`src/logic/ccmivb_regs.svh`:
```
/*
  Constants for the packet-number IV builder: IV octet layout, fixed codes and field widths.
  Assumes inclusion by bare name from every design file of the block.
*/
`ifndef CCMIVB_REGS_SVH
`define CCMIVB_REGS_SVH
`define CCMIVB_IV_FLAGS 8'h09
`define CCMIVB_IV_NRESV 8'h00
`define CCMIVB_IV_FIXED 8'h00
`define CCMIVB_B12_RSV 4'h0
`define CCMIVB_DIR_F2P 1'b0
`define CCMIVB_DIR_P2F 1'b1
`define CCMIVB_PN_W 48
`define CCMIVB_SN_W 9
`define CCMIVB_SN_NARROW 8
`define CCMIVB_PN_ZERO 48'h000000000000
`define CCMIVB_PN_STEP_EXT 48'h000000000200
`define CCMIVB_PN_STEP_NARROW 48'h000000000100
`define CCMIVB_LCN_W 3
`define CCMIVB_FPI_W 12
`define CCMIVB_PPI_W 20
`define CCMIVB_LEN_W 16
`endif

```
`src/logic/ccmivb_pkg.sv`:
```
/*
  Types for the IV builder link; only the builder end uses them.
  Assumes ccmivb_regs.svh is compiled with it.
*/
`default_nettype none
`include "ccmivb_regs.svh"
package ccmivb_pkg;
  typedef logic [127:0] ccmivb_iv_t;
  typedef logic [`CCMIVB_PN_W-1:0] ccmivb_pn_t;
  typedef enum logic {CCMIVB_TX, CCMIVB_RX} ccmivb_role_t;
endpackage : ccmivb_pkg
`default_nettype wire

```
`src/logic/ccmivb_if.sv`:
```
/*
  Carrier between the link framer end and the IV builder end.
  Assumes one clock shared by both ends.
*/
`default_nettype none
`include "ccmivb_regs.svh"
interface ccmivb_if;
  logic req;
  logic rx;
  logic ext_fmt;
  logic [`CCMIVB_SN_W-1:0] seq;
  logic [`CCMIVB_LEN_W-1:0] sdu_len;
  logic setup;
  logic [`CCMIVB_LCN_W-1:0] link_connection_number;
  logic key_ok;
  logic setup_fail;
  logic iv_valid;
  logic [127:0] iv;
  modport builder (input req, rx, ext_fmt, seq, sdu_len, setup, link_connection_number, key_ok,
    output setup_fail, iv_valid, iv);
  modport framer (output req, rx, ext_fmt, seq, sdu_len, setup, link_connection_number, key_ok,
    input setup_fail, iv_valid, iv);
endinterface : ccmivb_if
`default_nettype wire

```
`src/logic/ccmivb_builder.sv`:
```
/*
  IV builder and packet-number tracker for connection-oriented links.
  Assumes the framer strobes req one cycle per SDU and setup once per link on sys_clk_in.
*/
// Summary of operation
// Form 16-octet IV, octets 1-13 nonce
// Octet 0 is flag byte 09
// Octet 1 always zero
// Octets 2-7 packet number, big endian
// Fixed identity 12 low bits, first
// Octet 8/9 high nibble hold fixed identity
// Portable identity fills octets 9-11
// Octet 12 bits 2-0 connection number
// Octet 12 bits 6-3 are zero
// Octet 12 bit 7 gives direction
// Separate IV per direction
// Keep connection number from link creation
// Octet 13 is zero
// Octets 14-15 SDU length, big endian
// Packet number low bits equal sequence
// Upper bits kept locally, bump on wrap
// Receiver rebuilds upper from previous number
// No plaintext from link setup onward
// Missing key fails call setup
// Fresh key when sequence resets
// Key not shared with other ciphering
// Integrity code appended after message
// Engine uses 128-bit AES key
// Smaller received sequence means wrap; code also wraps on an equal one
`default_nettype none
`include "ccmivb_regs.svh"
module ccmivb_builder #(
  parameter logic [`CCMIVB_FPI_W-1:0] FIXED_ID = 12'h000,
  parameter logic [`CCMIVB_PPI_W-1:0] PORT_ID = 20'h00000,
  parameter bit IS_PORTABLE = 1'b0
) (
  input wire logic sys_clk_in,
  input wire logic sys_rst_in,
  input wire logic [`CCMIVB_FPI_W-1:0] fixed_part_access_identity_in,
  input wire logic [`CCMIVB_PPI_W-1:0] portable_part_identity_in,
  output logic link_up_out,
  output logic encrypt_en_out,
  ccmivb_if.builder link
);
  logic [`CCMIVB_LCN_W-1:0] lcn_reg;
  logic up_reg;
  logic [127:0] iv_reg;
  logic valid_reg;
  logic fail_reg;
  logic first_tx_reg;
  logic first_rx_reg;
  ccmivb_pkg::ccmivb_pn_t tx_pn_reg;
  ccmivb_pkg::ccmivb_pn_t rx_pn_reg;
  ccmivb_pkg::ccmivb_pn_t pn_next;
  logic dir_bit;

  // Next packet number: low bits from the sequence, upper bits bumped on wrap
  function automatic ccmivb_pkg::ccmivb_pn_t next_pn(input ccmivb_pkg::ccmivb_pn_t prev,
    input logic first, input logic ext, input logic [`CCMIVB_SN_W-1:0] sn);
    ccmivb_pkg::ccmivb_pn_t up;
    up = prev;
    if (ext) begin
      up[`CCMIVB_SN_W-1:0] = '0;
      if (!first && sn <= prev[`CCMIVB_SN_W-1:0]) begin
        up = up + `CCMIVB_PN_STEP_EXT;
      end
      next_pn = up | ccmivb_pkg::ccmivb_pn_t'(sn);
    end else begin
      up[`CCMIVB_SN_NARROW-1:0] = '0;
      if (!first && sn[`CCMIVB_SN_NARROW-1:0] <= prev[`CCMIVB_SN_NARROW-1:0]) begin
        up = up + `CCMIVB_PN_STEP_NARROW;
      end
      next_pn = up | ccmivb_pkg::ccmivb_pn_t'(sn[`CCMIVB_SN_NARROW-1:0]);
    end
  endfunction

  // Direction of this SDU; transmit from the portable side is uplink
  assign dir_bit = (IS_PORTABLE ^ link.rx) ? `CCMIVB_DIR_P2F : `CCMIVB_DIR_F2P;
  assign pn_next = link.rx ? next_pn(rx_pn_reg, first_rx_reg, link.ext_fmt, link.seq)
    : next_pn(tx_pn_reg, first_tx_reg, link.ext_fmt, link.seq);

  // Link setup: latch connection number once, refuse without a key
  always_ff @(posedge sys_clk_in or posedge sys_rst_in) begin
    if (sys_rst_in) begin
      lcn_reg <= '0;
      up_reg <= 1'b0;
      fail_reg <= 1'b0;
    end else begin
      fail_reg <= 1'b0;
      if (link.setup && !up_reg) begin
        if (link.key_ok) begin
          lcn_reg <= link.link_connection_number;
          up_reg <= 1'b1;
        end else begin
          fail_reg <= 1'b1;
        end
      end
    end
  end

  // Per-direction counters restart at every new link; a new key is expected then
  always_ff @(posedge sys_clk_in or posedge sys_rst_in) begin
    if (sys_rst_in) begin
      tx_pn_reg <= `CCMIVB_PN_ZERO;
      rx_pn_reg <= `CCMIVB_PN_ZERO;
      first_tx_reg <= 1'b1;
      first_rx_reg <= 1'b1;
    end else if (link.setup && !up_reg) begin
      tx_pn_reg <= `CCMIVB_PN_ZERO;
      rx_pn_reg <= `CCMIVB_PN_ZERO;
      first_tx_reg <= 1'b1;
      first_rx_reg <= 1'b1;
    end else if (link.req && up_reg) begin
      if (link.rx) begin
        rx_pn_reg <= pn_next;
        first_rx_reg <= 1'b0;
      end else begin
        tx_pn_reg <= pn_next;
        first_tx_reg <= 1'b0;
      end
    end
  end

  // IV assembly; requests before setup are dropped so nothing goes out in clear
  always_ff @(posedge sys_clk_in or posedge sys_rst_in) begin
    if (sys_rst_in) begin
      iv_reg <= 128'h0;
      valid_reg <= 1'b0;
    end else begin
      valid_reg <= link.req && up_reg;
      if (link.req && up_reg) begin
        iv_reg <= {`CCMIVB_IV_FLAGS,
          `CCMIVB_IV_NRESV,
          pn_next,
          fixed_part_access_identity_in,
          portable_part_identity_in,
          dir_bit, `CCMIVB_B12_RSV, lcn_reg,
          `CCMIVB_IV_FIXED,
          link.sdu_len};
      end
    end
  end

  assign link.iv = iv_reg;
  assign link.iv_valid = valid_reg;
  assign link.setup_fail = fail_reg;
  assign link_up_out = up_reg;
  assign encrypt_en_out = up_reg;
endmodule : ccmivb_builder
`default_nettype wire

```
`src/flat_wrapper.sv`:
```
// flat-port wrapper written by rule: the top's interface ports become plain ports
module ccmivb_builder_flat 
#(
  parameter logic [`CCMIVB_FPI_W-1:0] FIXED_ID = 12'h000,
  parameter logic [`CCMIVB_PPI_W-1:0] PORT_ID = 20'h00000,
  parameter bit IS_PORTABLE = 1'b0
)
  (sys_clk_in, sys_rst_in, fixed_part_access_identity_in, portable_part_identity_in, link_up_out, encrypt_en_out, link_req, link_rx, link_ext_fmt, link_seq, link_sdu_len, link_setup, link_link_connection_number, link_key_ok, link_setup_fail, link_iv_valid, link_iv);
  ccmivb_if link_i ();
  input wire logic sys_clk_in;
  input wire logic sys_rst_in;
  input wire logic [`CCMIVB_FPI_W-1:0] fixed_part_access_identity_in;
  input wire logic [`CCMIVB_PPI_W-1:0] portable_part_identity_in;
  output logic link_up_out;
  output logic encrypt_en_out;
  input wire logic [$bits(link_i.req)-1:0] link_req;
  input wire logic [$bits(link_i.rx)-1:0] link_rx;
  input wire logic [$bits(link_i.ext_fmt)-1:0] link_ext_fmt;
  input wire logic [$bits(link_i.seq)-1:0] link_seq;
  input wire logic [$bits(link_i.sdu_len)-1:0] link_sdu_len;
  input wire logic [$bits(link_i.setup)-1:0] link_setup;
  input wire logic [$bits(link_i.link_connection_number)-1:0] link_link_connection_number;
  input wire logic [$bits(link_i.key_ok)-1:0] link_key_ok;
  output wire logic [$bits(link_i.setup_fail)-1:0] link_setup_fail;
  output wire logic [$bits(link_i.iv_valid)-1:0] link_iv_valid;
  output wire logic [$bits(link_i.iv)-1:0] link_iv;
  assign link_i.req = link_req;
  assign link_i.rx = link_rx;
  assign link_i.ext_fmt = link_ext_fmt;
  assign link_i.seq = link_seq;
  assign link_i.sdu_len = link_sdu_len;
  assign link_i.setup = link_setup;
  assign link_i.link_connection_number = link_link_connection_number;
  assign link_i.key_ok = link_key_ok;
  assign link_setup_fail = link_i.setup_fail;
  assign link_iv_valid = link_i.iv_valid;
  assign link_iv = link_i.iv;
  ccmivb_builder #(.FIXED_ID(FIXED_ID), .PORT_ID(PORT_ID), .IS_PORTABLE(IS_PORTABLE)) u_core (.sys_clk_in(sys_clk_in), .sys_rst_in(sys_rst_in), .fixed_part_access_identity_in(fixed_part_access_identity_in), .portable_part_identity_in(portable_part_identity_in), .link_up_out(link_up_out), .encrypt_en_out(encrypt_en_out), .link(link_i));
endmodule
```
`config.mk`:
```
export PLATFORM = sky130hd
export DESIGN_NAME = ccmivb_builder_flat
export DESIGN_NICKNAME = d
export VERILOG_FILES = /design/src/logic/ccmivb_pkg.sv /design/src/logic/ccmivb_if.sv /design/src/logic/ccmivb_builder.sv /design/src/flat_wrapper.sv
export VERILOG_INCLUDE_DIRS = /design/src /design/src/logic
export SDC_FILE = /design/constraint.sdc
export NUM_CORES = 1
export LEC_CHECK = 0
export BUFFER_PORTS_ARGS = -buffer_cell sky130_fd_sc_hd__buf_2
export CAP_MARGIN = 20
export CORE_ASPECT_RATIO = 0.75
export CORE_MARGIN = 1.5
export CORE_UTILIZATION = 30
export DETAILED_ROUTE_END_ITERATION = 10
export HOLD_SLACK_MARGIN = 0.08
export PLACE_DENSITY_LB_ADDON = 0.25
export SYNTH_ARGS = -nofsm -noshare
export SYNTH_HDL_FRONTEND = slang
export SYNTH_SLANG_ARGS = --single-unit
```
`constraint.sdc`:
```
create_clock -name sys_clk_in -period 7 [get_ports sys_clk_in]
set_input_delay 1.4 -clock sys_clk_in [delete_from_list [all_inputs] [get_ports sys_clk_in]]
set_output_delay 1.4 -clock sys_clk_in [all_outputs]
set_load 0.02 [all_outputs]
```
==> impl_metrics.toml, run 1 <==
[sta]
slew_violations = 0
fin_crit_sh_pct = 58.1
setup_tns_ns = 0
skew_ns = 0.0163
whs_ns = 0.466
final.min_clock_period_ns = 4.07
tightest_slew_ns = 0.973
rsz0062_at_grt = "false"
setup_viol_count_final = 0
hold_violations = 0
max_freq_mhz = 246
relSlewSlack_pct = 35.0

[cts]
cts_setup_buffers = 0
insertion_delay_ns = 0.53
clk_path_buf_depth = 3
htree_levels = 1
cts_resized = 0
numCtsBuffers = 25
cts_tree = "built"
cts_sinks = 205
root_buffer = "clkbuf_16"
path_clk_slew_ns = 0.06
hold_buffers = 0

[worst_setup_path]
end_kind = "flip-flop"
reg2reg_slack_ns = 3.59
start_kind = "input pin"
worst-endpoint-arrival_ns = 4.43
critPathLaunch = "link_seq[7]"
worstReg2RegStart = "u_core.tx_pn_reg[7]"
path_max_fanout = 8
worstPathRequired_ns = 7.36
r2r_end = "u_core.link.iv[108]"
criticalPathCategory = "input pin to flip-flop"
worstRegToRegCells = 9
crit_path_end = "u_core.link.iv[108]"

[synth]
synthTopCellsByArea = "dfrtp_1 (45%), nand2_1 (10%), o21ai_0 (3.3%)"
synth.distinct_cells = 85
yosysSeqAreaShare_pct = 45.2
synth.avg_cell_area_um2 = 9.03
synth-edff-count = 0
yosys_warnings = 0
yosysTopAreaCellShare_pct = 44.7
syn_area_um2 = 11400
synth_flop_cell = "dfrtp_1"
synth_area_leader_cell = "dfrtp_1"
yosysMostFrequentCell = "nand2_1"
ys_top_cells_by_count = "nand2_1 (306), dfrtp_1 (203), o21ai_0 (75)"
synth_cells = 1258
synth_seq_cells = 205
synthArstFlopShare_pct = 100

[layout]
n_antenna_cell = 0
area.growth.synth_to_final_pct = 18.3
multi_input_area_um2 = 5700
final_util_pct = 36.1
nNetsFinal = 1486
largest_reg_flops = 101
final_layout_size_suffix_gt1_share_pct = 19.7
seq_area_um2 = 5130
fill_cells = 3778
postLayoutCellArea_um2 = 13400
final_cell_count_no_fill = 1918

[routing]
totalWireLength_um = 37400
firstDrtPassIters = 5
drt_iter0_drc = 856
viasPerCell = 5.19
route.detailed.drc = 0
routed-via-count = 9947
antenna_left = 0
avgRoutedWirePerCell_um = 19.5

[place]
port_buffers = 172
place_area_um2 = 12600
gp_congestion = 0.872
dp_cells = 1874
dp_hpwl_um = 26200

[min_path]
min_path_type = "flip-flop to flip-flop"
hold_depth = 2

[floorplan]
rows = 61
die_h_um = 172
initial_core_util_pct = 30.6
pin_count = 199
die_x_um = 228
dieArea_um2 = 39000
core-area_um2 = 37200

[flow_run]
cap_violations = 0

[grt]
antenna_found_initial = 2
grt_pass1_vias = 8990
grt_first_pass_wirelength_um = 56000
grtUsageTotal_pct = 18.7
grt_max_degree = 112
grt_remaining_overflow = 0

[power_and_ir_drop]
power.density_nw_per_um2 = 240
ir_worst_vdd_mv = 0.151
p_leak_uw = 0.00633

[outcome]
status = "finished clean"
per-stage QoR:
stage                     total power [µW]  worst slack (ns)
after floorplan                       1700           0.00754
after global placement                1860              2.44
after detailed placement              1870              2.40
after CTS                             3260              2.97
after global routing                  3370              2.66
final                                 3220              2.93
cells by family (layout without fill, tap and decap cells):
kind of cell | after synthesis | after routing | share of synthesized area (%)
AND/OR/NAND/NOR | 508 | 508 | 20.4
flip-flops | 205 | 205 | 45.2
multiplexers | 21 | 21 | 1.94
other | 1 | 26 | 0.0330
AO/OA/AOI/OAI | 311 | 311 | 20.3
adder cells (fa/ha/maj) | 22 | 22 | 2.42
buffers and inverters | 137 | 268 | 5.72
XOR/XNOR | 53 | 53 | 4.09
report_power, final:
| part | total, µW | internal, µW | switching [µW] | leakage (µW) |
|---|---|---|---|---|
| Sequential | 1310 | 1260 | 52.7 | 0.00269 |
| Clock | 1370 | 831 | 539 | 0.000426 |
| Combinational | 541 | 177 | 364 | 0.00321 |
| Total | 3220 | 2270 | 956 | 0.00633 |
worst max-delay path, stage by stage:
cell	delay [ns]
buf_2	0.14
ha_1	0.41
and3_1	0.27
a221oi_2	0.52
o221ai_2	0.26
a31oi_2	0.47
a31oi_1	0.13
o21ai_0	0.63
o311ai_1	0.21
how the worst min path moves through the flow:
stage	startpoint	endpoint	slack, ns
2_1_floorplan	u_core.lcn_reg[0]	u_core.link.iv[24]	0.43
3_3_place_gp	u_core.lcn_reg[2]	u_core.link.iv[26]	0.45
3_5_place_dp	u_core.lcn_reg[2]	u_core.link.iv[26]	0.45
4_1_cts	u_core.lcn_reg[1]	u_core.link.iv[25]	0.47
5_1_grt	u_core.lcn_reg[1]	u_core.link.iv[25]	0.48
6_report	u_core.link.iv[68]	u_core.link.iv[68]	0.47
final cells by class:
class,count,share of cell area (%)
Tap cell,504,4.69
Sequential cell,205,38.2
Inverter,36,1.06
Clock buffer,31,5.05
Timing Repair Buffer,188,7.30
Multi-Input combinational cell,941,42.4
Clock inverter,13,1.26
metal layers:
metal  wire (µm)  part of all wire (%)  global-route usage, %
met1       18000                    48                   28.6
met2       16100                    43                   26.8
met3        2450                   6.6                   3.35
met4         799                   2.1                   4.20
met5          13                 0.035                      0
cells in the final DEF (no fill, tap or decap), types with 5 or more instances in the layout:
| master | n |
|---|---|
| or4_1 | 5 |
| nor3_1 | 14 |
| a21oi_1 | 32 |
| o221ai_1 | 10 |
| a221o_1 | 12 |
| a22o_1 | 8 |
| dfrtp_1 | 203 |
| a21o_1 | 28 |
| o21ai_0 | 75 |
| nor4_1 | 12 |
| clkinv_2 | 8 |
| and2_1 | 5 |
| buf_4 | 16 |
| nand2_1 | 304 |
| inv_1 | 34 |
| a31oi_1 | 23 |
| clkbuf_16 | 25 |
| mux2_2 | 8 |
| o31ai_1 | 33 |
| xnor2_1 | 34 |
| xor2_1 | 19 |
| o211ai_1 | 14 |
| mux2i_1 | 13 |
| a211oi_1 | 7 |
| buf_2 | 172 |
| and3_1 | 29 |
| and4_1 | 7 |
| ha_1 | 22 |
| a211oi_2 | 5 |
| conb_1 | 26 |
| o21a_1 | 5 |
| nor2_1 | 42 |
| nand3_1 | 32 |
| or3_1 | 12 |
| nor2b_1 | 6 |
| nand4_1 | 19 |
Note: power is estimated with default switching activity, not from simulation.
==> run 2: changes to the inputs <==
==> constraint.sdc (replaced) <==
create_clock -name sys_clk_in -period 3.9 [get_ports sys_clk_in]
set_input_delay 0.78 -clock sys_clk_in [delete_from_list [all_inputs] [get_ports sys_clk_in]]
set_output_delay 0.78 -clock sys_clk_in [all_outputs]
set_load 0.02 [all_outputs]
==> run 2 against run 1 <==
  * Worst hold slack worse by 0.063 ns
  * Critical endpoint is now u_core.link.iv[79]
  * Critical path depth up 1
  * Clock power is 88% higher
  * Sequential power rose by 79%
  * First-iteration DRC count grew 9.7%
  * Utilization increased by 0.90 points
  * Die area unchanged
  * Largest power group unchanged
  * Worst setup slack worse by 2.4 ns
  * Flip-flop and latch count is the same
  * Register-to-register slack worse by 3.1 ns
==> impl_metrics.toml, run 2 (synthesis results as in run 1) <==
[layout]
area.growth.synth_to_final_pct = 21.2
final_layout_size_suffix_gt1_share_pct = 21.5
final_util_pct = 37.0
mostFrequentLayoutCell = "nand2_1"
final_cell_mix = "nand2_1 (304), dfrtp_1 (203), buf_2 (172)"
nNetsFinal = 1515
largest_reg_flops = 101
final_cell_count_no_fill = 1949

[worst_setup_path]
reg2reg_slack_ns = 0.52
start_kind = "flip-flop"
worstRegToRegCells = 10
path_max_fanout = 13
end_kind = "flip-flop"
crit_path_end = "u_core.link.iv[79]"
worstReg2RegStart = "u_core.tx_pn_reg[8]"
r2r_end = "u_core.link.iv[79]"
worstPathRequired_ns = 4.38
criticalPathCategory = "flip-flop to flip-flop"
worst-endpoint-arrival_ns = 3.85
critPathLaunch = "u_core.tx_pn_reg[8]"

[grt]
grt_remaining_overflow = 0
grtUsageTotal_pct = 19.0
grt_max_degree = 75
antenna_found_initial = 1
grt_first_pass_wirelength_um = 57000
grt_pass1_vias = 9236

[flow_run]
cap_violations = 0

[floorplan]
die_x_um = 228
rows = 61
core-area_um2 = 37200
pin_count = 199
dieArea_um2 = 39000
initial_core_util_pct = 30.6
die_h_um = 172

[sta]
tightest_slew_ns = 1.12
final.min_clock_period_ns = 3.38
skew_ns = 0.0285
hold_violations = 0
setup_viol_count_final = 0
slew_violations = 0
max_freq_mhz = 296
setup_tns_ns = 0
fin_crit_sh_pct = 86.6
rsz0062_at_grt = "false"
whs_ns = 0.404
relSlewSlack_pct = 24.8

[power_and_ir_drop]
ir_worst_vdd_mv = 0.297
p_leak_uw = 0.00650
power.density_nw_per_um2 = 429

[place]
port_buffers = 172
dp_cells = 1904
gp_congestion = 0.876
dp_hpwl_um = 27000

[min_path]
min_path_type = "input pin to async pin"

[routing]
top_layer_used = "met4"
routed-via-count = 10100
firstDrtPassIters = 5
route.detailed.drc = 0
met2WireLength_um = 16600
avgRoutedWirePerCell_um = 19.4
antenna_left = 0
viasPerCell = 5.16
met1_length_um = 17900
drt_iter0_drc = 939
dr_wl_met3_um = 2240
totalWireLength_um = 37800

[cts]
cts_setup_buffers = 0
cts_tree = "built"
hold_buffers = 0
path_clk_slew_ns = 0.06
root_buffer = "clkbuf_16"
cts_resized = 0
cts_sinks = 205
insertion_delay_ns = 0.54
htree_levels = 1
numCtsBuffers = 24
clk_path_buf_depth = 3

[outcome]
status = "finished clean"
## run 2: cell types whose count changed in the layout (fill, tap and decap cells not counted)
| cell | before | now |
|---|---|---|
| inv_8 | 1 | 0 |
| buf_12 | 0 | 4 |
| clkinv_2 | 8 | 3 |
| bufinv_16 | 4 | 5 |
| clkinvlp_4 | 0 | 4 |
| clkbuf_8 | 3 | 6 |
| clkbuf_1 | 3 | 2 |
| nor2_1 | 42 | 41 |
| diode_2 | 0 | 1 |
| inv_6 | 1 | 0 |
| buf_4 | 16 | 42 |
| nor2_2 | 1 | 2 |
## run 2: layer usage
| metal | global-route usage, % | up-vias |
|---|---|---|
| met4 | 6.10 | 0 |
| met3 | 2.80 | 60 |
| li1 | - | 4773 |
| met1 | 29.2 | 4920 |
| met2 | 27.1 | 304 |
| met5 | 0 | - |
## run 2: stage by stage
stage / setup WS (ns) / area [µm²] / total power, µW
2_1_floorplan: 0.463 / 11500 / 3040
3_3_place_gp: 0.148 / 12900 / 3360
3_5_place_dp: 0.132 / 12900 / 3370
4_1_cts: 0.567 / 13800 / 5950
5_1_grt: 0.351 / 13800 / 6150
6_report: 0.523 / 13800 / 5910
## run 2: layout make-up
type	count	area [µm²]
Multi-Input combinational cell	941	5700
Sequential cell	205	5130
Clock inverter	11	188
Inverter	36	139
Timing Repair Buffer	218	1260
Clock buffer	33	716
Antenna cell	1	2.50
Tap cell	504	631
Fill cell	3772	23400
## run 2: worst max-delay path, cell delays in order (launching register included)
cell and delay (ns):
dfrtp_1 0.38, inv_1 0.15, ha_1 0.34, a21o_1 0.21
a31o_2 0.26, a211oi_2 0.60, o31ai_2 0.22, buf_4 0.24
or3_1 0.35, a21oi_1 0.39, a211o_1 0.17
## run 2: how the worst min path moves through the flow
stage	start	end	slack [ns]
6_report	sys_rst_in	u_core.link.iv[6]	0.40
5_1_grt	portable_part_identity_in[19]	u_core.link.iv[51]	0.43
4_1_cts	sys_rst_in	u_core.link.iv[6]	0.42
3_5_place_dp	u_core.link.iv[45]	u_core.link.iv[45]	0.46
3_3_place_gp	u_core.lcn_reg[2]	u_core.link.iv[26]	0.45
2_1_floorplan	u_core.lcn_reg[0]	u_core.link.iv[24]	0.43
## run 2: where the power goes
part           internal (µW)  switching, µW
Combinational            333            655
Sequential              2260           92.4
Clock                   1610            953
Total                   4210           1700
==> run 3: changes to the inputs <==
==> constraint.sdc (replaced) <==
create_clock -name sys_clk_in -period 3.1 [get_ports sys_clk_in]
set_input_delay 0.62 -clock sys_clk_in [delete_from_list [all_inputs] [get_ports sys_clk_in]]
set_output_delay 0.62 -clock sys_clk_in [all_outputs]
set_load 0.02 [all_outputs]
==> run 3 against run 2 <==
  * Fmax rose by 13%
  * Worst hold slack got worse by 0.22 ns
  * Die area did not move
  * Global-route usage rose by 0.40 points
  * Flip-flop and latch count did not move
  * Final cell count rose by 5.9%
  * Power rose by 26%
  * Largest cell class unchanged
  * Highest routed layer unchanged
==> impl_metrics.toml, run 3 (synthesis results as in run 1) <==
[cts]
path_clk_slew_ns = 0.06
clk_path_buf_depth = 3
root_buffer = "clkbuf_16"
cts_tree = "built"
numCtsBuffers = 25
cts_sinks = 205
insertion_delay_ns = 0.54
htree_levels = 1
cts_setup_buffers = 0

[layout]
postLayoutCellArea_um2 = 14700
final_cell_mix = "nand2_1 (304), dfrtp_1 (203), buf_2 (172)"
largest_reg_flops = 101
area.growth.synth_to_final_pct = 29.3
fill_cells = 3769
final_layout_size_suffix_gt1_share_pct = 27.5
nNetsFinal = 1635
n_antenna_cell = 0
mostFrequentLayoutCell = "nand2_1"

[worst_setup_path]
path_max_fanout = 13
cp_cell_sequence = "inv_1 -> ha_1 -> a21o_1 -> a2111oi_4 -> o21a_1 -> o21ai_2 -> a2111o_1 -> xnor2_1 -> a221o_1"
worstPathRequired_ns = 3.52
reg2reg_slack_ns = 0.10
worst-endpoint-arrival_ns = 3.42
start_kind = "flip-flop"
critPathMaxStageDelay_ns = 0.51
r2r_end = "u_core.link.iv[104]"
worstRegToRegCells = 9
end_kind = "flip-flop"
worstReg2RegStart = "u_core.rx_pn_reg[2]"
slowest_stage = "a2111o_1"
criticalPathCategory = "flip-flop to flip-flop"

[routing]
totalWireLength_um = 38400
firstDrtPassIters = 6
drt_iter0_drc = 730
routed-via-count = 10600
antenna_left = 0
avgRoutedWirePerCell_um = 18.6
route.detailed.drc = 0
viasPerCell = 5.11

[flow_run]
cap_violations = 0

[place]
place_area_um2 = 13800
port_buffers = 172
dp_hpwl_um = 28200
preCtsSetupSlack_ns = -0.298
gp_congestion = 0.896

[sta]
hold_violations = 0
setup_viol_count_final = 0
tightest_slew_ns = 0.786
final.min_clock_period_ns = 3.00
worst_slack_ns = 0.101
max_freq_mhz = 333
slew_violations = 0
relSlewSlack_pct = 47.4
fin_crit_sh_pct = 96.7
skew_ns = 0.0114

[grt]
grtUsageTotal_pct = 19.4
grt_first_pass_wirelength_um = 58400
antenna_found_initial = 0
grt_max_degree = 53
grt_remaining_overflow = 0
grt_pass1_vias = 9601

[power_and_ir_drop]
seqPwrFrac_pct = 39.8
p_leak_uw = 0.00707
internal_power_uw = 5290
switching_share_pct = 28.9
ir_worst_vdd_mv = 0.373
power.density_nw_per_um2 = 506
p_clk_share_pct = 41.7
pwr-share-comb_pct = 18.4
switchingPower_uw = 2150

[floorplan]
die_x_um = 228
pin_count = 199
core-area_um2 = 37200
dieArea_um2 = 39000
rows = 61
initial_core_util_pct = 30.6
die_h_um = 172

[min_path]
min_path_type = "input pin to async pin"

[outcome]
status = "finished clean"
run 3: power by group through the flow:
stage / registers [µW] / logic, µW / clock network [µW]
floorplan: 3110 / 715 / 0
global placement: 3000 / 1340 / 0
detailed placement: 3000 / 1360 / 0
CTS: 2960 / 1370 / 3180
global route: 2980 / 1510 / 3270
finish: 2960 / 1370 / 3100
run 3: worst max path at each step:
| stage | start | endpoint | depth (start not counted) |
|---|---|---|---|
| detailed placement | link_seq[2] | u_core.link.iv[104] | 9 |
| finish | u_core.rx_pn_reg[2] | u_core.link.iv[104] | 9 |
| floorplan | sys_rst_in | u_core.encrypt_en_out | 1 |
| CTS | u_core.rx_pn_reg[2] | u_core.link.iv[78] | 10 |
| global route | u_core.rx_pn_reg[2] | u_core.link.iv[108] | 10 |
| global placement | link_seq[2] | u_core.link.iv[104] | 9 |
run 3: final cells by class:
cell class / instances / area, µm² / share of cell area [%]
timing repair buffer: 337 / 2200 / 15.0
multi-input combinational: 941 / 5730 / 39.0
tap: 504 / 631 / 4.30
clock buffer: 32 / 702 / 4.78
inverter: 36 / 139 / 0.946
clock inverter: 9 / 151 / 1.03
sequential: 205 / 5130 / 35.0
run 3: metal layers:
layer  vias up  track usage [%]  part of all wire, %
li1       5019                -                    -
met1      5167             29.9                   48
met2       297             27.8                   43
met3        67             2.32                  5.1
met4         0             6.25                  3.4
met5         -                0                    0
run 3: critical path: cells and delay by family (launching register included):
kind	cells	cell delay [ns]
AOI/OAI and AO/OA	6	1.94
xor gates and xnor gates	1	0.22
adders and majority gates	1	0.26
buffers and inverters	1	0.09
DFF	1	0.36
run 3: metrics by stage:
step                utilization [%]  total power (µW)  instances  TNS (ns)  hold slack, ns
detailed placement             37.1              4360       2023     -6.67           0.451
finish                         39.5              7430       2064         0           0.180
global placement               37.1              4340       2023     -5.10           0.447
CTS                            39.4              7500       2064         0           0.179
global route                   39.5              7760       2064   -0.0312           0.212
floorplan                         -              3830       1283    -35.86           0.433
run 3: timing repair:
action,in CTS,in global routing
hold buffers,0,0
endpoints found under the setup margin,0,5
gates resized for setup,0,4
